**src/shared/otprs_pkg.sv**
```systemverilog
package otprs_pkg;

    // ------------------------------------------------------------
    // Clock and times
    // ------------------------------------------------------------
    localparam int CLK_PERIOD_NS = 40;
    // Anti-fuse power-up settle time, least
    localparam int SETTLE_NS     = 1000;
    localparam int SETTLE_CYC    = (SETTLE_NS + CLK_PERIOD_NS - 1) / CLK_PERIOD_NS;
    // Software reset completes within this time, longest
    localparam int SWRST_NS      = 200;
    localparam int SWRST_CYC     = SWRST_NS / CLK_PERIOD_NS;
    // Burn time, least
    localparam int BURN_MS       = 50;
    localparam int BURN_CYC      = (BURN_MS * 1000000 + CLK_PERIOD_NS - 1) / CLK_PERIOD_NS;
    localparam int CNT_W         = 21;
    localparam int SCAN_DIV_DEF  = 2;

    // ------------------------------------------------------------
    // Command codes
    // ------------------------------------------------------------
    localparam logic [7:0] CMD_BRIGHT_A   = 8'h01;
    localparam logic [7:0] CMD_BRIGHT_B   = 8'h02;
    localparam logic [7:0] CMD_BOOST      = 8'h03;
    localparam logic [7:0] CMD_DISPLAY    = 8'h10;
    localparam logic [7:0] CMD_SLEEP      = 8'hF1;
    localparam logic [7:0] CMD_SW_RESET   = 8'hF2;
    localparam logic [7:0] CMD_GROUND_TIE = 8'hF3;
    localparam logic [7:0] CMD_OTP_BURN   = 8'hF5;
    localparam logic [7:0] CMD_PROGRAMMED_FLAG_CHECK = 8'hF7;

    // ------------------------------------------------------------
    // Reset values and field positions
    // ------------------------------------------------------------
    localparam logic [7:0] GROUND_TIE_RST = 8'h01;
    localparam logic [6:0] BRIGHT_RST     = 7'h00;
    localparam logic [7:0] PEND_RST       = 8'h00;
    localparam int         ENABLE_BIT     = 0;

    typedef enum logic [2:0] {
        ST_HOLD  = 3'b000,
        ST_PWRUP = 3'b001,
        ST_READ  = 3'b010,
        ST_PWRDN = 3'b011,
        ST_RUN   = 3'b100,
        ST_BURN  = 3'b101
    } otprs_state_e;

    // Latch array contents, mirrored in the anti-fuse array
    typedef struct packed {
        logic [6:0] bright_b;
        logic [6:0] bright_a;
    } otprs_cfg_s;

    // One byte from the command bus front end
    typedef struct packed {
        logic       valid;
        logic       is_code;
        logic [7:0] value;
    } otprs_cmd_s;

endpackage : otprs_pkg

```
**src/hw/otprs_ctrl.sv**
```systemverilog
`timescale 1ns/1ps
module otprs_ctrl
    import otprs_pkg::*;
#(
    parameter int BURN_CYCLES = BURN_CYC,
    parameter int SCAN_DIV    = SCAN_DIV_DEF
)(
    // Clock and reset
    input  wire logic       clk,
    input  wire logic       rst,
    input  wire logic       rst_pad_n,
    // Command bytes from the bus front end
    input  wire otprs_cmd_s cmd,
    // Anti-fuse array
    input  wire otprs_cfg_s antifuse_rd_data,
    input  wire logic       programmed_flag,
    output logic            antifuse_pwr_on,
    output logic            antifuse_rd_en,
    output logic            antifuse_burn_en,
    output otprs_cfg_s      antifuse_wr_data,
    // Configuration to the rest of the chip
    output otprs_cfg_s      latch_array,
    output logic            core_rst,
    // Power and drive state
    output logic            osc_en,
    output logic            conv_en,
    output logic            analog_en,
    output logic            driver_release,
    output logic            sync_release,
    output logic            scan_clock_out,
    output logic            ground_tie_enable,
    output logic            sleep_active,
    output logic            burn_busy
);

    // ------------------------------------------------------------
    // Helpers
    // ------------------------------------------------------------
    function automatic logic code_is(input otprs_cmd_s c, input logic [7:0] code);
        code_is = c.valid && c.is_code && (c.value == code);
    endfunction : code_is

    function automatic logic [CNT_W-1:0] cycles(input int n);
        cycles = CNT_W'(n - 1);
    endfunction : cycles

    // ------------------------------------------------------------
    // Declarations
    // ------------------------------------------------------------
    logic             pad_meta_r;
    logic             pad_sync_r;
    logic             pad_low;
    otprs_state_e     state_r;
    logic [CNT_W-1:0] cnt_r;
    logic [7:0]       pend_r;
    logic             data_valid;
    logic             running;
    logic             sw_reset;
    logic             burn_start;
    logic             boost_on_r;
    logic             disp_on_r;
    logic             sleep_r;
    logic             tie_r;
    otprs_cfg_s       latch_r;
    logic [7:0]       div_cnt_r;
    logic             scan_r;

    // ------------------------------------------------------------
    // Reset pad synchroniser
    // ------------------------------------------------------------
    // Pad is asynchronous to clk; only the second flop is read
    always_ff @(posedge clk)
    begin
        if (rst)
        begin
            pad_meta_r <= 1'b0;
            pad_sync_r <= 1'b0;
        end
        else
        begin
            pad_meta_r <= rst_pad_n;
            pad_sync_r <= pad_meta_r;
        end
    end

    assign pad_low = !pad_sync_r;

    // ------------------------------------------------------------
    // Command decode
    // ------------------------------------------------------------
    // Commands are only acted on once the latches are valid; a burn in
    // flight ignores everything, which keeps the anti-fuse write stable
    assign running    = (state_r == ST_RUN);
    assign data_valid = running && cmd.valid && !cmd.is_code;
    // A lone code byte resets; programmed_flag check resets only when programmed
    assign sw_reset   = running && (code_is(cmd, CMD_SW_RESET)
                      || (code_is(cmd, CMD_PROGRAMMED_FLAG_CHECK) && programmed_flag));
    assign burn_start = data_valid && (pend_r == CMD_OTP_BURN)
                      && cmd.value[ENABLE_BIT];

    // Last code byte seen, steering the data byte that follows
    always_ff @(posedge clk)
    begin
        if (rst || pad_low || state_r == ST_HOLD)
            pend_r <= PEND_RST;
        else if (running && cmd.valid && cmd.is_code)
            pend_r <= cmd.value;
    end

    // ------------------------------------------------------------
    // Reset, load and burn sequencer
    // ------------------------------------------------------------
    always_ff @(posedge clk)
    begin
        if (rst || pad_low)
        begin
            state_r <= ST_HOLD;
            cnt_r   <= cycles(SWRST_CYC);
        end
        else
        begin
            unique case (state_r)
                ST_HOLD:
                begin
                    // Reset completes after SWRST_CYC cycles, inside 200 ns
                    if (cnt_r == '0)
                    begin
                        state_r <= ST_PWRUP;
                        cnt_r   <= cycles(SETTLE_CYC);
                    end
                    else
                        cnt_r <= cnt_r - CNT_W'(1);
                end
                ST_PWRUP:
                begin
                    if (cnt_r == '0)
                        state_r <= ST_READ;
                    else
                        cnt_r <= cnt_r - CNT_W'(1);
                end
                ST_READ:  state_r <= ST_PWRDN;
                ST_PWRDN: state_r <= ST_RUN;
                ST_RUN:
                begin
                    if (sw_reset)
                    begin
                        state_r <= ST_HOLD;
                        cnt_r   <= cycles(SWRST_CYC);
                    end
                    else if (burn_start)
                    begin
                        state_r <= ST_BURN;
                        cnt_r   <= cycles(BURN_CYCLES);
                    end
                end
                ST_BURN:
                begin
                    // Ends by itself; no command can cut it short
                    if (cnt_r == '0)
                        state_r <= ST_RUN;
                    else
                        cnt_r <= cnt_r - CNT_W'(1);
                end
                default:
                    state_r <= ST_HOLD;
            endcase
        end
    end

    // ------------------------------------------------------------
    // Latch array
    // ------------------------------------------------------------
    // Brightness writes land here; the read state overwrites with fuses
    always_ff @(posedge clk)
    begin
        if (rst || pad_low)
        begin
            latch_r.bright_a <= BRIGHT_RST;
            latch_r.bright_b <= BRIGHT_RST;
        end
        else if (state_r == ST_READ)
            latch_r <= antifuse_rd_data;
        else if (data_valid && pend_r == CMD_BRIGHT_A)
            latch_r.bright_a <= cmd.value[6:0];
        else if (data_valid && pend_r == CMD_BRIGHT_B)
            latch_r.bright_b <= cmd.value[6:0];
    end

    // ------------------------------------------------------------
    // Control bits
    // ------------------------------------------------------------
    // Ground tie is closed by default so a stray supply cannot burn fuses
    always_ff @(posedge clk)
    begin
        if (rst || pad_low || state_r == ST_HOLD)
            tie_r <= GROUND_TIE_RST[ENABLE_BIT];
        else if (data_valid && pend_r == CMD_GROUND_TIE)
            tie_r <= cmd.value[ENABLE_BIT];
    end

    // Converter and display enables; both default off
    always_ff @(posedge clk)
    begin
        if (rst || pad_low || state_r == ST_HOLD)
        begin
            boost_on_r <= 1'b0;
            disp_on_r  <= 1'b0;
        end
        else if (data_valid && pend_r == CMD_BOOST)
            boost_on_r <= cmd.value[ENABLE_BIT];
        else if (data_valid && pend_r == CMD_DISPLAY)
            disp_on_r <= cmd.value[ENABLE_BIT];
    end

    // Sleep: set by its code, cleared by the converter or display code
    always_ff @(posedge clk)
    begin
        if (rst || pad_low || state_r == ST_HOLD)
            sleep_r <= 1'b0;
        else if (running && (code_is(cmd, CMD_BOOST) || code_is(cmd, CMD_DISPLAY)))
            sleep_r <= 1'b0;
        else if (running && code_is(cmd, CMD_SLEEP))
            sleep_r <= 1'b1;
    end

    // ------------------------------------------------------------
    // Scan clock divider
    // ------------------------------------------------------------
    // Runs only once configuration is valid, so no early edges escape
    always_ff @(posedge clk)
    begin
        if (rst || pad_low || !(running || state_r == ST_BURN))
        begin
            div_cnt_r <= 8'h00;
            scan_r    <= 1'b0;
        end
        else if (div_cnt_r == 8'(SCAN_DIV - 1))
        begin
            div_cnt_r <= 8'h00;
            scan_r    <= !scan_r;
        end
        else
            div_cnt_r <= div_cnt_r + 8'h01;
    end

    // ------------------------------------------------------------
    // Registered outputs
    // ------------------------------------------------------------
    always_ff @(posedge clk)
    begin
        if (rst || pad_low)
        begin
            osc_en            <= 1'b0;
            core_rst          <= 1'b1;
            conv_en           <= 1'b0;
            analog_en         <= 1'b0;
            driver_release    <= 1'b0;
            sync_release      <= 1'b0;
            scan_clock_out    <= 1'b0;
            ground_tie_enable <= GROUND_TIE_RST[ENABLE_BIT];
            sleep_active      <= 1'b0;
            burn_busy         <= 1'b0;
            antifuse_pwr_on   <= 1'b0;
            antifuse_rd_en    <= 1'b0;
            antifuse_burn_en  <= 1'b0;
            antifuse_wr_data  <= '0;
            latch_array       <= '0;
        end
        else
        begin
            // Oscillator and bus keep running through sleep
            osc_en            <= 1'b1;
            core_rst          <= !(running || state_r == ST_BURN);
            conv_en           <= running && boost_on_r && !sleep_r;
            analog_en         <= running && !sleep_r;
            driver_release    <= running && disp_on_r && !sleep_r;
            // Sync release follows the driver release: high only while running with display on and not asleep
            sync_release      <= running && disp_on_r && !sleep_r;
            scan_clock_out    <= scan_r;
            ground_tie_enable <= tie_r;
            sleep_active      <= sleep_r;
            burn_busy         <= (state_r == ST_BURN);
            antifuse_pwr_on   <= (state_r == ST_PWRUP) || (state_r == ST_READ)
                               || (state_r == ST_BURN);
            antifuse_rd_en    <= (state_r == ST_PWRUP) && (cnt_r == '0);
            antifuse_burn_en  <= (state_r == ST_BURN);
            antifuse_wr_data  <= latch_r;
            latch_array       <= latch_r;
        end
    end

endmodule : otprs_ctrl

```
**config.mk**
```make
export PLATFORM = sky130hd
export DESIGN_NAME = otprs_ctrl
export DESIGN_NICKNAME = d
export VERILOG_FILES = /design/src/shared/otprs_pkg.sv /design/src/hw/otprs_ctrl.sv
export SDC_FILE = /design/constraint.sdc
export NUM_CORES = 1
export LEC_CHECK = 0
export BUFFER_PORTS_ARGS = -buffer_cell sky130_fd_sc_hd__buf_2
export CAP_MARGIN = 20
export CORE_MARGIN = 3
export CORE_UTILIZATION = 50
export DETAILED_ROUTE_END_ITERATION = 8
export GPL_ROUTABILITY_DRIVEN = 0
export PLACE_DENSITY = 0.73
export SETUP_SLACK_MARGIN = 0.5
export SLEW_MARGIN = 25
export SYNTH_ARGS = -nofsm -noshare
export SYNTH_HDL_FRONTEND = slang
export SYNTH_SLANG_ARGS = --single-unit
```
**constraint.sdc**
```tcl
create_clock -name clk -period 6.6 [get_ports clk]
set_clock_uncertainty 0.2 [all_clocks]
set_input_delay 0.99 -clock clk [delete_from_list [all_inputs] [get_ports clk]]
set_output_delay 0.99 -clock clk [all_outputs]
set_load 0.05 [all_outputs]
```
# [Word-level counts from Yosys, hierarchy flattened]
# Cells that the tools add are included.
[totals] register_bits=86 latch_bits=0 ramBits=0 mem_bits_ro=0 word_cells=119 mem_count=0
[op_classes] n_addsub=2 multipliers=0 n_div=0 magnitude_cmp=0 n_eq_ne=23 n_shift=0 mux=16 bitwise_logic=1 n_reduce_logical=51
[ops] op="two-way mux 21 bit" n=4
[ops] op="case mux 21 bit (3 select lines)" n=1
[ops] op="equality test 8 bit (second input constant)" n=5
[ops] op="logical AND 1 bit" n=26
[ops] op="equality test 8 x 2 -> 1 bit (second input constant)" n=3
[ops] op="logical NOT 21 bit" n=1
[ops] op="two-way mux 7 bit" n=3
[ops] op="subtractor 21 x 1 -> 21 bit (second input constant)" n=1
[ops] op="case mux 3 bit (6 select lines)" n=1
[ops] op="equality test 8 x 1 -> 1 bit (second input constant)" n=2
[ops] op="equality test 8 x 5 -> 1 bit (second input constant)" n=2
[ops] op="two-way mux 3 bit" n=5
[ops] op="two-way mux 14 bit" n=1
[ops] op="adder 8 x 1 -> 8 bit (second input constant)" n=1
[ops] op="logical OR 1 bit" n=8
[ops] op="!= test 2 x 1 -> 1 bit (second input constant)" n=4
[ops] op="equality test 3 x 2 -> 1 bit (second input constant)" n=2
[ops] op="equality test 3 bit (second input constant)" n=2
[ops] op="OR reduction 2 bit" n=3
[ops] op="logical NOT 1 bit" n=5
[ops] op="AND reduction 2 bit" n=2
[ops] op="AND reduction 4 bit" n=1
[ops] op="nonzero test 2 bit" n=2
[ops] op="equality test 3 x 1 -> 1 bit (second input constant)" n=1
[ops] op="other kinds (7)" n=7

# [Depth between registers and ports, before layout]
# Gate-level depths: netlist of run 1.
[depth] depth_word=8 depth_mapped=9 depth_no_buf=8

# [Worst setup path before layout of run 1]
# Ideal clock, no wire load.
[synth_timing] kind="input to register" start="in cmd[8] in the netlist's numbering" end="reg cnt_r[13]" arrival_ps=2678 t_required_ps=6274 path_slack_ps=3596 path_stages=8 n_path_buf=2 cell_sequence="nand2b_1 > or3_4 > or3_1 > buf_6 > a211o_1 > buf_6 > o211ai_2 > o31ai_1"
[synth_via] elab_chain_cells=7 elab_cells_between_ends=14 cone_classes="eq/ne: 1; mux: 2; reduce/logical: 11"
[synth_rtl] item="start, declared" line="otprs_ctrl.sv:13" text="input wire otprs_cmd_s cmd,"
[synth_rtl] item="logical AND 1 bit (2 in series)" line="otprs_ctrl.sv:40" text="code_is = c.valid && c.is_code && (c.value == code);"
[synth_rtl] item="logical AND 1 bit" line="otprs_ctrl.sv:97" text="|| (code_is(cmd, CMD_PROGRAMMED_FLAG_CHECK) && programmed_flag));"
[synth_rtl] item="logical OR 1 bit" line="otprs_ctrl.sv:97"
[synth_rtl] item="logical AND 1 bit" line="otprs_ctrl.sv:96" text="assign sw_reset = running && (code_is(cmd, CMD_SW_RESET)"
[synth_rtl] item="!= test 3 x 1 -> 1 bit (no source line) or two-way mux 21 bit (tied branches)"
[synth_rtl] item="AND reduction 3 bit (no source line) or case mux 21 bit (3 select lines) (tied branches)"
[synth_rtl] item="end signal, assigned" line="otprs_ctrl.sv:118" text="cnt_r <= cycles(SWRST_CYC);"
[synth_rtl] item="end signal, assigned" line="otprs_ctrl.sv:129" text="cnt_r <= cycles(SETTLE_CYC);"
[synth_rtl] item="end signal, assigned" line="otprs_ctrl.sv:132" text="cnt_r <= cnt_r - CNT_W'(1);"
[synth_rtl] item="end, declared" line="otprs_ctrl.sv:54" text="logic [CNT_W-1:0] cnt_r;"
# Several ways; a longest one is shown, not always the timed one.
# A chain may end at the register's enable or synchronous reset.

# [Worst setup path in the final report of run 1]
[layout_timing] start="reg state_r[1]" end="reg cnt_r[5]"
[layout_via] elab_chain_cells=7 elab_cells_between_ends=16 cone_classes="eq/ne: 5; mux: 2; reduce/logical: 9"
[layout_rtl] item="start, declared" line="otprs_ctrl.sv:53" text="otprs_state_e state_r;"
[layout_rtl] item="start signal, assigned" line="otprs_ctrl.sv:117" text="state_r <= ST_HOLD;"
[layout_rtl] item="start signal, assigned" line="otprs_ctrl.sv:128" text="state_r <= ST_PWRUP;"
[layout_rtl] item="start signal, assigned" line="otprs_ctrl.sv:137" text="state_r <= ST_READ;"
[layout_rtl] item="equality test 3 bit" line="otprs_ctrl.sv:93, otprs_ctrl.sv:122"
[layout_rtl] item="logical AND 1 bit (2 in series)" line="otprs_ctrl.sv:94" text="assign data_valid = running && cmd.valid && !cmd.is_code;"
[layout_rtl] item="logical AND 1 bit" line="otprs_ctrl.sv:98" text="assign burn_start = data_valid && (pend_r == CMD_OTP_BURN)"
[layout_rtl] item="logical AND 1 bit" line="otprs_ctrl.sv:99" text="&& cmd.value[ENABLE_BIT];"
[layout_rtl] item="!= test 3 x 1 -> 1 bit (no source line)"
[layout_rtl] item="AND reduction 3 bit (no source line)"
# Several ways; a longest one is shown, not always the timed one.

==> results of run 1 <==
-- power by group --
part	switching [mW]	internal (mW)
combinational	0.0231	0.0147
sequential	0.00132	0.520
clock	0.197	0.188
-- registers in the layout, indices dropped and copies added (netlist names), 3 cells and up --
signal,count
cnt_r,21
div_cnt_r,8
latch_array,14
latch_r,14
pend_r,8
state_r,3
-- how the worst min path moves through the flow --
stage	from	endpoint	slack [ps]
floorplan	tie_r$_SDFFE_PP1P_	ground_tie_enable$_SDFF_PN1_	200
global placement	pad_meta_r$_SDFF_PP0_	pad_sync_r$_SDFF_PP0_	220
detailed placement	tie_r$_SDFFE_PP1P_	ground_tie_enable$_SDFF_PN1_	220
CTS	pad_meta_r$_SDFF_PP0_	pad_sync_r$_SDFF_PP0_	250
global route	pad_meta_r$_SDFF_PP0_	pad_sync_r$_SDFF_PP0_	270
finish	pad_meta_r$_SDFF_PP0_	pad_sync_r$_SDFF_PP0_	250
-- layer usage --
| layer | share of wire | up-vias | global-route usage |
|---|---|---|---|
| li1 | - | 1624 | - |
| met1 | 0.44 | 1510 | 0.242 |
| met2 | 0.50 | 97 | 0.351 |
| met3 | 0.052 | 9 | 0.0489 |
| met4 | 0.0092 | 0 | 0.0758 |
| met5 | 0 | - | 0 |
-- cells by family after synthesis --
group | count (synthesis) | share of synthesized area
AO/OA/AOI/OAI | 101 | 0.171
XOR/XNOR | 9 | 0.0205
adder cells (fa/ha/maj) | 4 | 0.0130
buffers and inverters | 46 | 0.0664
flip-flops | 86 | 0.448
multiplexers | 17 | 0.0443
AND/OR/NAND/NOR | 172 | 0.236
-- cells in the final DEF (no fill, tap or decap), types with 2 or more instances in the layout --
cell type	count
nand4b_1	4
and3_1	4
nor3_1	10
nor2_1	53
a211oi_1	2
inv_6	2
xor2_1	8
or3_1	6
buf_2	68
buf_4	3
or4_1	3
nor3b_1	2
o31ai_1	10
mux2i_1	17
clkbuf_8	10
o22ai_1	4
inv_1	10
nor4b_1	2
a22oi_1	8
nor2b_1	4
a211o_1	2
nand4_1	5
nand2b_1	7
and2_1	23
nor4_1	7
nand3_1	13
dfxtp_1	86
a31oi_1	6
ha_1	4
a21oi_1	31
nand2_1	21
o21ai_1	2
o211ai_2	8
o21ai_0	23
-- metrics by stage --
| stage | instance area, µm² | setup slack [ps] | hold slack (ps) |
|---|---|---|---|
| floorplan | 3840 | 3600 | 204 |
| global placement | 4110 | 3240 | 219 |
| detailed placement | 4110 | 3210 | 222 |
| CTS | 4320 | 3400 | 249 |
| global route | 4320 | 3220 | 266 |
| finish | 4320 | 3390 | 248 |
-- layout make-up --
type,instances,area share
tap,99,0.0287
timing repair buffer,71,0.0840
multi-input combinational,303,0.432
clock buffer,10,0.0319
inverter,10,0.00869
clock inverter,6,0.0159
sequential,86,0.399
==> summary.md, run 1 <==
| Metric | Value |
|---|---|
| Yosys top cell area share | `0.448` |
| Tot Pwr | `0.944 mW` |
| PwrDens | `219 nW/µm²` |
| Yosys cell types | `48` |
| Pin count of the biggest net entering global routing | `48` |
| PortBufs | `68` |
| CP max FO | `14` |
| Count leader, synth | `dfxtp_1` |
| Data arrival, critical path | `3230 ps` |
| CP endpoint kind | `flip-flop` |
| Synth Instances | `435` |
| Share of layout cells above drive strength 1 | `0.208` |
| Main flop type after synthesis | `dfxtp_1` |
| Ys Warns | `0` |
| Reg2reg start | `state_r[1]$_SDFFE_PN0P_` |
| Clock transition at path regs | `90 ps` |
| Worst path required time | `6620 ps` |
| Core box area | `7370 µm²` |
| CTS resizes | `0` |
| Critical path type | `flip-flop to flip-flop` |
| Worst Hold Class | `flip-flop to flip-flop` |
| Iteration-0 DRC Markers | `144` |
| Hold depth | `1` |
| Initial antenna violation count | `0` |
| Slew Viols, Final | `0` |
| CP Cell Sequence | `or3b_1 > or3_4 > or3_1 > a211o_1 > o21ai_0 > a21oi_1` |
| Final routed DRC violation total | `0` |
| P&R area growth vs syn | `12.4%` |
| Tcrit/Tclk final | `0.486` |
| Final setup fails | `0` |
| Die Footprint | `8770 µm²` |
| Number of global-route vias before repair | `3032` |
| Final setup TNS | `0 ps` |
| Final wirelength | `8490 µm` |
| Final cell count without fillers | `585` |
| Flop-to-flop setup slack | `3390 ps` |
| GRT Util Overall | `0.202` |
| Number of fillers in the final layout | `679` |
| Hold Buf Count CTS | `0` |
| Critical path's slowest cell | `a211o_1` |
| Drt pass-1 iters | `4` |
| Synthesized cell area | `3840 µm²` |
| Slew margin rel. | `0.427` |
| Synthesized area per cell | `8.83 µm²` |
| Synth top area cells | `dfxtp_1 (45%), nor2_1 (5.2%), mux2i_1 (4.4%)` |
| CP Launch Point | `state_r[1]$_SDFFE_PN0P_` |
| Top cells by count, synth | `dfxtp_1 (86), nor2_1 (53), a21oi_1 (31)` |
| RSZ-0062 raised after global routing | `false` |
| Setup crit end | `cnt_r[5]$_SDFFE_PN0P_` |
| Clock Tree Buf Depth | `2` |
| Final core utilization | `0.586` |
| I/O pin total | `69` |
| Worst vdd ir | `0.121 mV` |
| Die width | `93.7 µm` |
| DR WL/cell | `14.5 µm` |
| Worst stage delay on the critical path | `570 ps` |
| FF-to-FF path depth | `6` |
| Final hold vios | `0` |
| # nets final | `513` |
| Multi-input gate area | `1870 µm²` |
| Cell family contributing the most delay on the critical path | `simple AND/OR/NAND/NOR gates` |
| Actual transition at the worst max-transition pin | `856 ps` |
| Antenna fix cells | `0` |
| Register area | `1720 µm²` |
| GRT Residual Overflow | `0` |
| Via count | `3240` |
| Outcome | `completed` |
| Levels on crit path | `6` |
| CTS tree | `yes` |
| First-pass GRT wire length | `14100 µm` |
| Dpl cells | `569` |
| Syn_nets | `467` |
| Seq cells post-synth | `86` |
| Critical path launch point type | `flip-flop` |
| Worst reg2reg endpoint | `cnt_r[5]$_SDFFE_PN0P_` |
| Via/cell ratio | `5.54` |
| # rows | `31` |
| Synth async-reset ratio | `0` |
| EDFF count, synth | `0` |
| Worst Path Buf+Inv | `0` |
| Register area share after synthesis | `0.448` |
| Root Buffer | `clkbuf_8` |
| Clk Latency, worst-skew pair | `360 ps` |
| Chip Height | `93.7 µm` |
| Post-DP HPWL | `6020 µm` |
| Num Clock Sinks | `86` |
| Starting Density | `0.521` |
| Final min period | `3210 ps` |
| DRT antenna net count | `0` |
| Leakage | `1.66 nW` |
| Post-CTS Setup Inserts | `0` |
| Fmax | `312 MHz` |
| Total CTS buffers | `9` |
| Cell taking the most area after synthesis | `dfxtp_1` |
| Level count of the clock H-tree | `3` |
| Max-cap violations | `0` |
Power figures use the tool's default switching activity.
==> inputs of run 2 (changes only) <==
--- a/config.mk
+++ b/config.mk
@@ -5,13 +5,14 @@
 export SDC_FILE = /design/constraint.sdc
 export NUM_CORES = 1
 export LEC_CHECK = 0
+export ABC_AREA = 1
 export BUFFER_PORTS_ARGS = -buffer_cell sky130_fd_sc_hd__buf_2
 export CAP_MARGIN = 20
 export CORE_MARGIN = 3
 export CORE_UTILIZATION = 50
 export DETAILED_ROUTE_END_ITERATION = 8
 export GPL_ROUTABILITY_DRIVEN = 0
-export PLACE_DENSITY = 0.73
+export PLACE_DENSITY = 0.72
 export SETUP_SLACK_MARGIN = 0.5
 export SLEW_MARGIN = 25
 export SYNTH_ARGS = -nofsm -noshare
==> constraint.sdc (replaced) <==
create_clock -name clk -period 3.1 [get_ports clk]
set_clock_uncertainty 0.2 [all_clocks]
set_input_delay 0.465 -clock clk [delete_from_list [all_inputs] [get_ports clk]]
set_output_delay 0.465 -clock clk [all_outputs]
set_load 0.05 [all_outputs]
==> summary.md, run 2 <==
| Metric | Value |
|---|---|
| Outcome | `completed` |
| Syn_nets | `639 (+37%)` |
| Slew Viols, Final | `0 (unchanged)` |
| Yosys cell types | `38 (-21%)` |
| CP most frequent cell | `inv_2` |
| Slew margin rel. | `0.583 (+0.156)` |
| GRT Util Overall | `0.202 (-0.000339)` |
| Worst vdd ir | `0.254 mV (+110%)` |
| Main flop type after synthesis | `dfxtp_1` |
| Seq cells post-synth | `86 (unchanged)` |
| I/O pin total | `69 (unchanged)` |
| Share of layout cells above drive strength 1 | `0.176 (-0.0313)` |
| PortBufs | `68 (unchanged)` |
| RSZ-0062 raised after global routing | `false` |
| CP endpoint kind | `flip-flop` |
| Worst path required time | `3180 ps (-3440 ps)` |
| DRT antenna net count | `0 (unchanged)` |
| P&R area growth vs syn | `12.2%` |
| Total CTS buffers | `9 (unchanged)` |
| Data arrival, critical path | `2340 ps (-890 ps)` |
| Worst hold slack | `87.5 ps (-160 ps)` |
| Cell taking the most area after synthesis | `dfxtp_1` |
| Largest regs | `cnt_r (21), latch_array (14), latch_r (14)` |
| Ys Warns | `0 (unchanged)` |
| PwrDens | `447 nW/µm² (+100%)` |
| Clock transition at path regs | `90 ps (about the same)` |
| Critical path's slowest cell | `nor2_2` |
| CP max FO | `18 (+4)` |
| Die Footprint | `9520 µm² (+8.5%)` |
| DR WL/cell | `12.4 µm (-15%)` |
| Worst stage delay on the critical path | `490 ps (-80 ps)` |
| # rows | `32 (+3.2%)` |
| Biggest register | `cnt_r` |
| Count leader, synth | `nand2_1` |
| Antenna fix cells | `0 (unchanged)` |
| Post-CTS Setup Inserts | `0 (unchanged)` |
| EDFF count, synth | `0 (unchanged)` |
| Commonest cells after routing, fill and taps aside | `nand2_1 (136), nor2_1 (113), dfxtp_1 (86), inv_1 (77), buf_2 (68)` |
| Pin count of the biggest net entering global routing | `26 (-46%)` |
| Leakage | `2.06 nW (+24%)` |
| Fmax | `444 MHz (+43%)` |
| Root Buffer | `clkbuf_8` |
| Core box area | `7930 µm² (+7.6%)` |
| Number of flip-flops in the largest register | `21 (unchanged)` |
| Initial antenna violation count | `0 (unchanged)` |
| Number of fillers in the final layout | `753 (+11%)` |
| Number of global-route vias before repair | `3487 (+15%)` |
| Final routed DRC violation total | `0 (unchanged)` |
| Level count of the clock H-tree | `3 (unchanged)` |
| Final wirelength | `9470 µm (+11%)` |
| Starting Density | `0.529 (+0.00717)` |
| Actual transition at the worst max-transition pin | `625 ps (-231 ps)` |
| Final setup fails | `0 (unchanged)` |
| Cell family contributing the most delay on the critical path | `compound AO/OA/AOI/OAI gates` |
| CTS tree | `yes` |
| CP Cell Sequence | `inv_2 > nand2_1 > nor2_2 > inv_2 > o21ai_2 > o21ai_1 > a31oi_1` |
| CTS resizes | `0 (unchanged)` |
| Max-cap violations | `0 (unchanged)` |
| # nets final | `690 (+35%)` |
| Tcrit/Tclk final | `0.727 (+0.240)` |
| Critical path launch point type | `flip-flop` |
| Final hold vios | `0 (unchanged)` |
| Via/cell ratio | `5.08 (-8.4%)` |
| GRT Residual Overflow | `0 (unchanged)` |
| Post-DP HPWL | `6890 µm (+14%)` |
| Register area share after synthesis | `0.411 (-0.0372)` |
| Die width | `97.5 µm (+4.1%)` |
| Clk Latency, worst-skew pair | `370 ps (about the same)` |
| Yosys top cell area share | `0.411 (-0.0372)` |
| Critical path type | `flip-flop to flip-flop` |
| Worst Hold Class | `input port to flip-flop` |
| First-pass GRT wire length | `16000 µm (+13%)` |
| Synthesized area per cell | `6.90 µm² (-22%)` |
| Synth top area cells | `dfxtp_1 (41%), nand2_1 (12%), nor2_1 (10%)` |
| Num Clock Sinks | `86 (unchanged)` |
| Drt pass-1 iters | `5 (+1)` |
| Clock Tree Buf Depth | `2 (unchanged)` |
| Final setup TNS | `0 ps (unchanged)` |
| Chip Height | `97.5 µm (+4.1%)` |
| Synth Instances | `607 (+40%)` |
| Hold Buf Count CTS | `0 (unchanged)` |
| Commonest non-fill, non-tap cell in the layout | `nand2_1` |
| Top cells by count, synth | `nand2_1 (136), nor2_1 (113), dfxtp_1 (86)` |
| Worst Path Buf+Inv | `2 (+2)` |
| Iteration-0 DRC Markers | `235 (+63%)` |
| Synthesized cell area | `4190 µm² (+9.1%)` |
| Final min period | `2250 ps (-958 ps)` |
| Synth async-reset ratio | `0 (unchanged)` |
| Via count | `3883 (+20%)` |
run 2: changes by cell type after synthesis, sizes merged, moves of 6 or more:
cell	change
nand2	+120
inv	+73
nor2	+70
and2	-23
nand3	+23
mux2i	-17
o31ai	-10
a22oi	-8
clkbuf	-7
nand2b	-7
o211ai	-7
or3	-7
nor3	-6
nor4	-6
run 2: logic make-up after synthesis:
logic type               synth area share
AND/OR/NAND/NOR                     0.339
buffers and inverters               0.123
flip-flops                          0.411
AO/OA/AOI/OAI                      0.0926
XOR/XNOR                           0.0230
adder cells (fa/ha/maj)            0.0119
run 2: worst reg2reg max path, delay by kind of cell, from the launching register on:
| kind | cells | cell delay [ps] |
|---|---|---|
| compound gates | 3 | 620 |
| buf+inv | 2 | 420 |
| flops | 1 | 380 |
| simple gates | 2 | 550 |
run 2: area by class of cell:
cell class,instances,area (µm²),share of cell area
Clock inverter,7,105,0.0224
Inverter,83,312,0.0663
Clock buffer,9,124,0.0264
Timing Repair Buffer,70,355,0.0756
Sequential cell,86,1720,0.366
Multi-Input combinational cell,408,1950,0.416
Tap cell,102,128,0.0272
run 2: power breakdown:
group | switching (mW) | leakage [nW] | internal (mW) | total (mW)
Combinational | 0.0565 | 1.26 | 0.0328 | 0.0894
Sequential | 0.00185 | 0.693 | 1.11 | 1.11
Clock | 0.436 | 0.112 | 0.465 | 0.901
run 2: worst paths after layout:
kind	from	endpoint	slack (ps)	cells past startpoint
max reg2reg	state_r[2]$_SDFFE_PN0P_	latch_r[4]$_SDFFE_PN0P_	850	7
min	rst	pad_meta_r$_SDFF_PP0_	90	2
min reg2reg	pad_meta_r$_SDFF_PP0_	pad_sync_r$_SDFF_PP0_	220	2
max	state_r[2]$_SDFFE_PN0P_	latch_r[4]$_SDFFE_PN0P_	850	7
run 2: per-stage QoR:
| stage | utilization | cell area, µm² | worst slack, ps | power, mW | cells |
|---|---|---|---|---|---|
| after detailed placement | 0.564 | 4470 | 871 | 1.22 | 749 |
| final | 0.593 | 4700 | 848 | 2.10 | 765 |
| after floorplan | - | 4190 | 1380 | 1.19 | 607 |
| after global placement | 0.564 | 4470 | 912 | 1.22 | 749 |
| after CTS | 0.593 | 4700 | 827 | 2.11 | 765 |
| after global routing | 0.593 | 4700 | 665 | 2.18 | 765 |
run 2: routing by layer:
metal,vias up,GRT usage,part of all wire
li1,1986,-,-
met5,-,0,0
met1,1764,0.253,0.44
met2,114,0.342,0.49
met3,19,0.0438,0.054
met4,0,0.0735,0.018
